--- src/umc_pkg.sv ---
// Purpose: Shared constants for the serial channel control/status block
// Assumes: Register select is the classic 3-bit channel address
// Notes: Offsets follow the usual eight-register channel map
package umc_pkg;
    // Register select values (3-bit channel address)
    localparam logic [2:0] ADDR_IER = 3'h1;
    localparam logic [2:0] ADDR_QCTL = 3'h2; // Write: queue control
    localparam logic [2:0] ADDR_IID = 3'h2;  // Read: source id
    localparam logic [2:0] ADDR_HCTL = 3'h4;
    localparam logic [2:0] ADDR_HSTAT = 3'h6;
    localparam logic [2:0] ADDR_SCRATCH = 3'h7;
    // Enable register bits
    localparam int IE_RDA = 0;
    localparam int IE_THRE = 1;
    localparam int IE_RLS = 2;
    localparam int IE_MS = 3;
    // Queue control bits
    localparam int QC_EN = 0;
    localparam int QC_RXFL = 1;
    localparam int QC_TXFL = 2;
    localparam int QC_DMA = 3;
    localparam int QC_TRIG_LO = 6;
    // Handshake control bits
    localparam int HC_DTR = 0;
    localparam int HC_RTS = 1;
    localparam int HC_AUX = 2;
    localparam int HC_OE = 3;
    localparam int HC_LOOP = 4;
    // Reset values
    localparam logic [7:0] IER_RST = 8'h00;
    localparam logic [7:0] HCTL_RST = 8'h00;
    localparam logic [7:0] SCR_RST = 8'h00;
    localparam logic [7:0] QC_RST = 8'h00;
    // Trigger levels in bytes
    localparam logic [4:0] TRIG_1 = 5'h01;
    localparam logic [4:0] TRIG_4 = 5'h04;
    localparam logic [4:0] TRIG_8 = 5'h08;
    localparam logic [4:0] TRIG_14 = 5'h0E;
    // Timeout span in character times
    localparam logic [2:0] TO_CHARS = 3'h4;
    // Source id codes
    localparam logic [3:0] ID_NONE = 4'h1;
    localparam logic [3:0] ID_RLS = 4'h6;
    localparam logic [3:0] ID_RDA = 4'h4;
    localparam logic [3:0] ID_TO = 4'hC;
    localparam logic [3:0] ID_THRE = 4'h2;
    localparam logic [3:0] ID_MS = 4'h0;
    // Timeout watcher states
    typedef enum logic [1:0] {
        UMC_TO_IDLE = 2'b00,
        UMC_TO_RUN = 2'b01,
        UMC_TO_FIRED = 2'b11
    } umc_to_state_t;
endpackage : umc_pkg

--- src/umc_timeout.sv ---
// Purpose: Receive queue character timeout watcher
// Assumes: char_tick pulses once per character time incl. any second stop
// Notes: Restarts on every reception or host read of the queue
module umc_timeout
    import umc_pkg::*;
(
    // Clock and reset
    input wire logic ref_clk,
    input wire logic sys_rst,
    // Conditions
    input wire logic armed,
    input wire logic rx_nonempty,
    input wire logic char_tick,
    input wire logic rx_push,
    input wire logic rx_pop,
    // Result
    output logic timeout
);
    umc_to_state_t state, next_state;
    logic [2:0] cnt, next_cnt;

    // Count character times with activity restarting the watch
    always_comb begin
        next_state = state;
        next_cnt = cnt;
        if (!armed || !rx_nonempty || rx_pop || rx_push) begin
            next_state = (armed && rx_nonempty) ? UMC_TO_RUN : UMC_TO_IDLE;
            next_cnt = 3'h0;
        end else begin
            case (state)
                UMC_TO_IDLE: begin
                    next_state = UMC_TO_RUN;
                    next_cnt = 3'h0;
                end
                UMC_TO_RUN: begin
                    if (char_tick) begin
                        next_cnt = cnt + 3'h1;
                        if (cnt + 3'h1 == TO_CHARS) begin
                            next_state = UMC_TO_FIRED;
                        end
                    end
                end
                UMC_TO_FIRED: next_state = UMC_TO_FIRED;
                default: next_state = UMC_TO_IDLE;
            endcase
        end
    end

    // State registers
    always_ff @(posedge ref_clk) begin
        if (sys_rst) begin
            state <= UMC_TO_IDLE;
            cnt <= 3'h0;
        end else begin
            state <= next_state;
            cnt <= next_cnt;
        end
    end

    assign timeout = (state == UMC_TO_FIRED);

    property p_to_clear;
        @(posedge ref_clk) disable iff (sys_rst)
        rx_pop |=> !timeout;
    endproperty
    a_to_clear: assert property (p_to_clear)
        else $error("timeout not cleared by host read");
endmodule : umc_timeout

--- src/umc_ctrl.sv ---
// Purpose: Control and status of one serial channel: enables, scratch,
//          queue control, handshake outputs, loopback, input status
// Assumes: Host strobes are synchronous single-cycle pulses
// Notes: Shift registers, baud timing and queues live outside;
//        this block drives their control and reads their status
//
// What this block does
// - Each enabled source reaches the interrupt pin only with output-enable bit set.
// - Enable bits 0-3 select data, holding-empty, line, modem; 4-7 read zero.
// - All enables clear suppresses identification and interrupt; status still updates.
// - Scratch byte is read/write and affects nothing else.
// - Queue control write-only, shares address with read-only identification.
// - Bit 0 enables queues; clearing it empties both queues.
// - Other queue control bits update only when bit 0 is written one.
// - Bits 1 and 2 flush receive and transmit queues, then self clear.
// - Bit 3 with queues enabled selects DMA signalling mode 1.
// - Bits 7:6 select receive trigger 1, 4, 8 or 14 bytes.
// - Control bits 0 and 1 drive DTR and RTS inverted.
// - Output-enable bit clear tri-states the interrupt pin.
// - Loopback holds serial output high and feeds transmit into receive.
// - In loopback status bits 4-7 follow RTS, DTR, bit 2, bit 3.
// - Loopback tri-states the interrupt pin regardless of output enable.
// - In loopback interrupts still work, modem ones from control bits.
// - Change bits set on input change; reading status clears them all.
// - Bits 0,1,3 flag any change; bit 2 only ring on-to-off.
// - Any change bit set raises the modem status interrupt.
// - Status bits 4-7 report complements of the four inputs.
// - Timeout interrupt after four idle character times with data queued.
// - Timeout scales with baud; host read clears it and restarts.
module umc_ctrl
    import umc_pkg::*;
(
    // Clock and reset
    input wire logic ref_clk,
    input wire logic sys_rst,
    // Host register port
    input wire logic [2:0] reg_addr,
    input wire logic [7:0] wr_data,
    input wire logic wr_stb,
    input wire logic rd_stb,
    output logic [7:0] rd_data,
    // Status from the data path
    input wire logic rx_ready,
    input wire logic [4:0] rx_count,
    input wire logic rx_push,
    input wire logic rx_pop,
    input wire logic char_tick,
    input wire logic thr_empty,
    input wire logic line_err,
    input wire logic tx_shift_out,
    input wire logic tx_room,
    // Control to the data path
    output logic queue_mode,
    output logic rx_flush,
    output logic tx_flush,
    output logic rx_shift_in,
    // DMA request pins
    output logic rx_dma_request,
    output logic tx_dma_request,
    // Serial pins
    input wire logic serial_rx_pin,
    output logic serial_tx_pin,
    // Modem pins, active low
    input wire logic cts_n,
    input wire logic dsr_n,
    input wire logic ring_n,
    input wire logic carrier_detect_input_n,
    output logic dtr_n,
    output logic rts_n,
    // Interrupt pin
    output logic irq_out,
    output logic irq_oe
);
    logic [3:0] irq_enable_reg, next_ier;
    logic [7:0] scratch, next_scratch;
    logic [7:0] handshake_control_reg, next_hcr;
    logic queue_enable_bit, next_qen;
    logic dma_signal_mode_bit, next_dma;
    logic [1:0] trig_sel, next_trig;
    logic rx_flush_q, next_rx_flush;
    logic tx_flush_q, next_tx_flush;
    logic [3:0] delta, next_delta;
    logic [3:0] sync1, sync2, prev;
    logic [3:0] live, next_prev;
    logic [7:0] next_rd;
    logic next_irq, next_irq_oe, next_txp, next_dtr, next_rts;
    logic next_rxdma, next_txdma, next_rxin;
    logic [4:0] trig_lvl;
    logic to_hit, tmo, rda, thre, rls, ms, any_irq;
    logic [3:0] id_code;
    logic loop;

    assign loop = handshake_control_reg[HC_LOOP];

    // Input synchroniser; first stage feeds only the second
    always_ff @(posedge ref_clk) begin
        if (sys_rst) begin
            sync1 <= 4'hF;
            sync2 <= 4'hF;
        end else begin
            sync1 <= {carrier_detect_input_n, ring_n, dsr_n, cts_n};
            sync2 <= sync1;
        end
    end

    // Present state {dcd, ring, dsr, cts}, active high
    always_comb begin
        if (loop) begin
            live = {handshake_control_reg[HC_OE],
                    handshake_control_reg[HC_AUX],
                    handshake_control_reg[HC_DTR],
                    handshake_control_reg[HC_RTS]};
        end else begin
            live = ~sync2;
        end
    end

    // Receive queue timeout watcher
    umc_timeout u_to (
        .ref_clk(ref_clk),
        .sys_rst(sys_rst),
        .armed(queue_enable_bit && irq_enable_reg[IE_RDA]),
        .rx_nonempty(rx_count != 5'h00),
        .char_tick(char_tick),
        .rx_push(rx_push),
        .rx_pop(rx_pop),
        .timeout(to_hit)
    );

    // Trigger level decode
    always_comb begin
        case (trig_sel)
            2'b00: trig_lvl = TRIG_1;
            2'b01: trig_lvl = TRIG_4;
            2'b10: trig_lvl = TRIG_8;
            2'b11: trig_lvl = TRIG_14;
            default: trig_lvl = TRIG_1;
        endcase
    end

    // Interrupt conditions gated by their enables
    always_comb begin
        rda = irq_enable_reg[IE_RDA] &&
              (queue_enable_bit ? (rx_count >= trig_lvl) : rx_ready);
        thre = irq_enable_reg[IE_THRE] && thr_empty;
        rls = irq_enable_reg[IE_RLS] && line_err;
        ms = irq_enable_reg[IE_MS] && (delta != 4'h0);
        // Watcher state lags the enables by a cycle; gate it here too
        tmo = to_hit && irq_enable_reg[IE_RDA] && queue_enable_bit;
        any_irq = rls || rda || tmo || thre || ms;
        if (rls) id_code = ID_RLS;
        else if (rda) id_code = ID_RDA;
        else if (tmo) id_code = ID_TO;
        else if (thre) id_code = ID_THRE;
        else if (ms) id_code = ID_MS;
        else id_code = ID_NONE;
    end

    // Register write, flush pulses and change detection
    always_comb begin
        next_ier = irq_enable_reg;
        next_scratch = scratch;
        next_hcr = handshake_control_reg;
        next_qen = queue_enable_bit;
        next_dma = dma_signal_mode_bit;
        next_trig = trig_sel;
        next_rx_flush = 1'b0;
        next_tx_flush = 1'b0;
        next_prev = live;
        next_delta = delta;
        if (wr_stb) begin
            case (reg_addr)
                ADDR_IER: next_ier = wr_data[3:0];
                ADDR_SCRATCH: next_scratch = wr_data;
                ADDR_HCTL: next_hcr = {3'h0, wr_data[4:0]};
                ADDR_QCTL: begin
                    next_qen = wr_data[QC_EN];
                    if (!wr_data[QC_EN]) begin
                        next_rx_flush = queue_enable_bit;
                        next_tx_flush = queue_enable_bit;
                    end else begin
                        next_rx_flush = wr_data[QC_RXFL];
                        next_tx_flush = wr_data[QC_TXFL];
                        next_dma = wr_data[QC_DMA];
                        next_trig = wr_data[QC_TRIG_LO +: 2];
                    end
                end
                default: ;
            endcase
        end
        // Read clears first, so a change in the same cycle survives
        if (rd_stb && reg_addr == ADDR_HSTAT) begin
            next_delta = 4'h0;
        end
        next_delta[0] = next_delta[0] | (live[0] ^ prev[0]);
        next_delta[1] = next_delta[1] | (live[1] ^ prev[1]);
        next_delta[2] = next_delta[2] | (prev[2] & ~live[2]);
        next_delta[3] = next_delta[3] | (live[3] ^ prev[3]);
    end

    // Registered pin and read data values
    always_comb begin
        case (reg_addr)
            ADDR_IER: next_rd = {4'h0, irq_enable_reg};
            ADDR_IID: next_rd = {{2{queue_enable_bit}}, 2'b00,
                                 any_irq ? id_code : ID_NONE};
            ADDR_HCTL: next_rd = handshake_control_reg;
            ADDR_HSTAT: next_rd = {live, delta};
            ADDR_SCRATCH: next_rd = scratch;
            default: next_rd = 8'h00;
        endcase
        next_dtr = ~next_hcr[HC_DTR];
        next_rts = ~next_hcr[HC_RTS];
        next_irq_oe = next_hcr[HC_OE] && !next_hcr[HC_LOOP];
        next_irq = any_irq && handshake_control_reg[HC_OE];
        next_txp = next_hcr[HC_LOOP] ? 1'b1 : tx_shift_out;
        next_rxin = loop ? tx_shift_out : serial_rx_pin;
        if (queue_enable_bit && dma_signal_mode_bit) begin
            next_rxdma = !((rx_count >= trig_lvl) || to_hit);
            next_txdma = !tx_room;
        end else begin
            next_rxdma = !rx_ready;
            next_txdma = !thr_empty;
        end
    end

    // Register stage; every output leaves from here
    always_ff @(posedge ref_clk) begin
        if (sys_rst) begin
            irq_enable_reg <= IER_RST[3:0];
            scratch <= SCR_RST;
            handshake_control_reg <= HCTL_RST;
            queue_enable_bit <= QC_RST[QC_EN];
            dma_signal_mode_bit <= QC_RST[QC_DMA];
            trig_sel <= QC_RST[QC_TRIG_LO +: 2];
            rx_flush_q <= 1'b0;
            tx_flush_q <= 1'b0;
            delta <= 4'h0;
            prev <= 4'h0;
            rd_data <= 8'h00;
            dtr_n <= 1'b1;
            rts_n <= 1'b1;
            irq_out <= 1'b0;
            irq_oe <= 1'b0;
            serial_tx_pin <= 1'b1;
            rx_shift_in <= 1'b1;
            rx_dma_request <= 1'b1;
            tx_dma_request <= 1'b1;
        end else begin
            irq_enable_reg <= next_ier;
            scratch <= next_scratch;
            handshake_control_reg <= next_hcr;
            queue_enable_bit <= next_qen;
            dma_signal_mode_bit <= next_dma;
            trig_sel <= next_trig;
            rx_flush_q <= next_rx_flush;
            tx_flush_q <= next_tx_flush;
            delta <= next_delta;
            prev <= next_prev;
            rd_data <= next_rd;
            dtr_n <= next_dtr;
            rts_n <= next_rts;
            irq_out <= next_irq;
            irq_oe <= next_irq_oe;
            serial_tx_pin <= next_txp;
            rx_shift_in <= next_rxin;
            rx_dma_request <= next_rxdma;
            tx_dma_request <= next_txdma;
        end
    end

    assign queue_mode = queue_enable_bit;
    assign rx_flush = rx_flush_q;
    assign tx_flush = tx_flush_q;

    property p_enable_hi_zero;
        @(posedge ref_clk) disable iff (sys_rst)
        rd_stb && reg_addr == ADDR_IER |=> rd_data[7:4] == 4'h0;
    endproperty
    a_enable_hi_zero: assert property (p_enable_hi_zero)
        else $error("enable upper bits not zero");

    property p_irq_gate;
        @(posedge ref_clk) disable iff (sys_rst)
        irq_out |-> $past(handshake_control_reg[HC_OE]) && $past(any_irq);
    endproperty
    a_irq_gate: assert property (p_irq_gate)
        else $error("interrupt without enable");

    property p_no_enables;
        @(posedge ref_clk) disable iff (sys_rst)
        irq_enable_reg == 4'h0 |=> !irq_out;
    endproperty
    a_no_enables: assert property (p_no_enables)
        else $error("interrupt with all enables clear");

    property p_scratch;
        @(posedge ref_clk) disable iff (sys_rst)
        wr_stb && reg_addr == ADDR_SCRATCH |=> scratch == $past(wr_data);
    endproperty
    a_scratch: assert property (p_scratch)
        else $error("scratch not stored");

    property p_flush_pulse;
        @(posedge ref_clk) disable iff (sys_rst)
        rx_flush |=> !rx_flush || $past(wr_stb && reg_addr == ADDR_QCTL);
    endproperty
    a_flush_pulse: assert property (p_flush_pulse)
        else $error("flush did not self clear");

    property p_qctl_hold;
        @(posedge ref_clk) disable iff (sys_rst)
        wr_stb && reg_addr == ADDR_QCTL && !wr_data[QC_EN] |=>
            $stable(trig_sel) && $stable(dma_signal_mode_bit);
    endproperty
    a_qctl_hold: assert property (p_qctl_hold)
        else $error("queue control bits changed while disabled");

    property p_dtr;
        @(posedge ref_clk) disable iff (sys_rst)
        ##1 dtr_n == !handshake_control_reg[HC_DTR];
    endproperty
    a_dtr: assert property (p_dtr)
        else $error("dtr not inverse of control");

    property p_loop_pins;
        @(posedge ref_clk) disable iff (sys_rst)
        loop |-> serial_tx_pin && !irq_oe;
    endproperty
    a_loop_pins: assert property (p_loop_pins)
        else $error("loopback pins wrong");

    property p_delta_clear;
        @(posedge ref_clk) disable iff (sys_rst)
        rd_stb && reg_addr == ADDR_HSTAT && live == prev |=> delta == 4'h0;
    endproperty
    a_delta_clear: assert property (p_delta_clear)
        else $error("change bits not cleared by read");

    property p_cts_change;
        @(posedge ref_clk) disable iff (sys_rst)
        live[0] != prev[0] |=> delta[0];
    endproperty
    a_cts_change: assert property (p_cts_change)
        else $error("cts change missed");
endmodule : umc_ctrl

--- config.mk ---
export PLATFORM = sky130hd
export DESIGN_NAME = umc_ctrl
export DESIGN_NICKNAME = d
export VERILOG_FILES = /design/src/umc_pkg.sv /design/src/umc_timeout.sv /design/src/umc_ctrl.sv
export SDC_FILE = /design/constraint.sdc
export NUM_CORES = 1
export LEC_CHECK = 0
export BUFFER_PORTS_ARGS = -buffer_cell sky130_fd_sc_hd__buf_2
export CORE_AREA = 2 2 74 76
export DETAILED_ROUTE_END_ITERATION = 16
export DIE_AREA = 0 0 76 78
export GPL_TIMING_DRIVEN = 1
export HOLD_SLACK_MARGIN = 0.15
export PLACE_DENSITY = 0.74
export RECOVER_POWER = 100
export SYNTH_ARGS = -nofsm -noshare
export SYNTH_HDL_FRONTEND = slang
export SYNTH_SLANG_ARGS = --single-unit
--- constraint.sdc ---
create_clock -name ref_clk -period 2.19 [get_ports ref_clk]
set_clock_uncertainty 0.05 [all_clocks]
set_input_delay 0.3285 -clock ref_clk [delete_from_list [all_inputs] [get_ports ref_clk]]
set_output_delay 0.3285 -clock ref_clk [all_outputs]
set_load 0.01 [all_outputs]
==> results by group <==
Power
  • Peak supply drop: 0.000474 V
  • Power per cell area: 709 nW/µm²
  • Pleak: 1.20 nW

Placement
  • DP HPWL: 4130 µm
  • Global placement routability congestion: 0.787
  • Pre-CTS setup slack: 481 ps
  • Port Buffers: 51

Floorplanning
  • Row count: 26
  • Die span in x: 76 µm
  • Core Box Area: 5040 µm²
  • Die area: 5930 µm²
  • Initial Util: 52.7%
  • Die Span Y: 78 µm
  • IO Count: 52

Synth
  • Synth Area in Simple Gates: 24.2%
  • Synth Flop Type: dfxtp_1
  • Synth Area per Inst: 9.13 µm²
  • Asr flop ratio synth: 0%
  • XOR/XNOR Fraction of Synth Area: 1.32%
  • Largest family of logic cells by synthesized area: simple AND/OR/NAND/NOR gates
  • Synth Area in Compound Gates: 13.5%
  • Synth top area share: 45.2%
  • Largest area contributor in the netlist: dfxtp_1
  • Synth warn: 0
  • Adder-cell share of the synthesized area: 2.83%
  • Syn Inst Count: 291
  • Synth unique cells: 53
  • Synthesized flop and latch total: 60
  • Post-synthesis mux area share: 7.72%
  • Count leader, synth: dfxtp_1
  • Post-synth EDFFs: 0
  • Syn_nets: 330
  • Top post-synthesis cells by area: dfxtp_1 (45%), mux2i_1 (6.8%), nand2_1 (4.9%)
  • Post-synth top cells: dfxtp_1 (60), nand2_1 (35), nor2_1 (25), a21oi_1 (20), mux2i_1 (18)
  • Netlist Area Pre-Place: 2660 µm²
  • Post-synthesis sequential area ratio: 45.2%

Drt
  • Number of vias per cell: 5.19
  • First-pass DRT Iterations: 4
  • Routed vias: 2178
  • DRT iter0 DRCs: 92
  • Antenna Nets Post-Route: 0
  • DRC errors left: 0
  • DR WL/cell: 13.8 µm
  • Drt total wl: 5810 µm

Clock network
  • Clock Latency Late Sink: 340 ps
  • Hold Buf Count CTS: 6
  • Longest Clk Path Bufs: 2
  • TritonCTS clock tree: done
  • H-tree depth: 3
  • CTS Sinks: 60
  • Clock root buffer: clkbuf_8
  • Post-CTS Setup Repair Bufs: 0
  • Cts bufs inserted: 9
  • Clock transition at path regs: 60 ps
  • # resized after CTS: 0

Cells and area
  • Fillers: 466
  • Area grow syn2layout: 16.4%
  • Share of layout cells above drive strength 1: 15.7%
  • Ant diodes: 0
  • NumNets Final: 385

Worst setup path
  • Peak fanout along the critical path: 21
  • Arrival @ worst endpoint: 2000 ps
  • Register-to-register setup slack: 490 ps
  • CP cell instances: clkbuf_1 > nor3b_4 > and2_0 > nand4_1 > o2bb2ai_1
  • Slowest cell on crit path: clkbuf_1
  • Critical path class: input pin to flip-flop
  • CP required: 2400 ps
  • Setup crit start kind: input pin
  • Crit path capture type: flip-flop
  • CP max stage delay: 670 ps

STA
  • Slew @ Worst Pin: 924 ps
  • Final count of pins violating max slew: 0
  • Fin. Hold Viols: 0
  • Setup TNS: 0 ps
  • Final worst path period need: 1790 ps
  • Relative slew slack: 38.4%
  • Setup ws final: 403 ps
  • Fin crit share: 81.6%
  • Setup violators final: 0
  • F_max: 560 MHz
  • RSZ-0062 raised after global routing: false

Global route
  • Global-route wire length before repair: 9950 µm
  • Vias in the first global route: 2154
  • Total congestion overflow: 0
  • Largest net degree at the start of global routing: 39
  • Gr usage total: 21.4%
  • Initial antenna violation count: 0

Run status
  • Status: complete, no violations

Min path
  • HP Class: input pin to flip-flop

Job
  • Max-Cap Viols: 0
==> cell usage in the layout (no fill, tap or decap), types with 2 or more instances in the layout <==
master	netlist	final
a22oi_1	6	6
nand4bb_1	2	2
nor2b_1	4	4
o22ai_1	4	4
nand2b_1	11	11
dfxtp_1	60	60
and2_0	0	2
nor2_1	25	25
or2_2	8	8
mux2i_1	18	19
xor2_1	2	2
nor3b_1	2	2
dlygate4sd3_1	0	6
and3_1	3	3
o21ai_0	7	7
nor3_1	3	3
a21oi_1	20	20
nand4_1	3	3
nand3_1	9	9
clkbuf_8	0	11
or2_0	0	2
clkbuf_1	3	24
inv_1	10	10
o211ai_1	2	2
clkinv_2	0	2
a31oi_1	3	3
xnor2_1	2	2
ha_1	6	6
buf_2	4	30
o21a_1	2	2
nand2_1	35	35
and2_1	4	2
and4_1	2	2
==> layout make-up <==
class	count	area (µm²)	share of cell area, %
multi-input cells	205	1300	41.9
flip-flops and latches	60	1200	38.8
repair buffers	59	298	9.63
clock buffers	13	159	5.14
well taps	70	87.6	2.83
inverters	11	41.3	1.33
clock inverters	2	10.0	0.324
==> power by group <==
group | internal (mW) | switching [mW]
combinational | 0.0811 | 0.105
sequential | 1.12 | 0.0179
clock | 0.462 | 0.403
total | 1.67 | 0.526
==> routing by layer <==
metal | vias to the layer above | track usage, % | share of wire, %
met5 | - | 0 | 0
met3 | 14 | 5.00 | 4.6
met4 | 0 | 11.3 | 2.2
met2 | 49 | 34.0 | 45
met1 | 997 | 27.3 | 48
li1 | 1118 | - | -
==> kinds of logic after synthesis <==
group	after synthesis
simple gates	120
flops	60
compound gates	55
buf+inv	26
mux	20
fa+ha+maj	6
xor+xnor	4
==> per-stage QoR <==
| step | std cells | hold WS [ps] | power [mW] | util [%] | area, µm² |
|---|---|---|---|---|---|
| final | 420 | 183 | 2.19 | 61.3 | 3090 |
| after global routing | 420 | 185 | 2.27 | 61.3 | 3090 |
| after CTS | 420 | 171 | 2.21 | 62.4 | 3150 |
| after detailed placement | 399 | 345 | 1.35 | 57.8 | 2920 |
| after global placement | 399 | 343 | 1.34 | 57.8 | 2920 |
| after floorplan | 291 | 339 | 1.28 | - | 2660 |
==> path summary, 6_finish.rpt <==
path	endpoint	startpoint	cells after the start
worst min register to register	sync2[0]	sync1[0]	1
worst max-delay path	rd_data[0]	reg_addr[1]	5
worst min-delay path	scratch[5]	wr_data[5]	3
worst max register to register	irq_out	trig_sel[1]	6
==> worst max-delay path: cells and delay by family <==
kind | cells | cell delay [ps]
simple gates | 3 | 800
compound gates | 1 | 200
buf+inv | 1 | 670
Note: power is estimated with default switching activity, not from simulation.
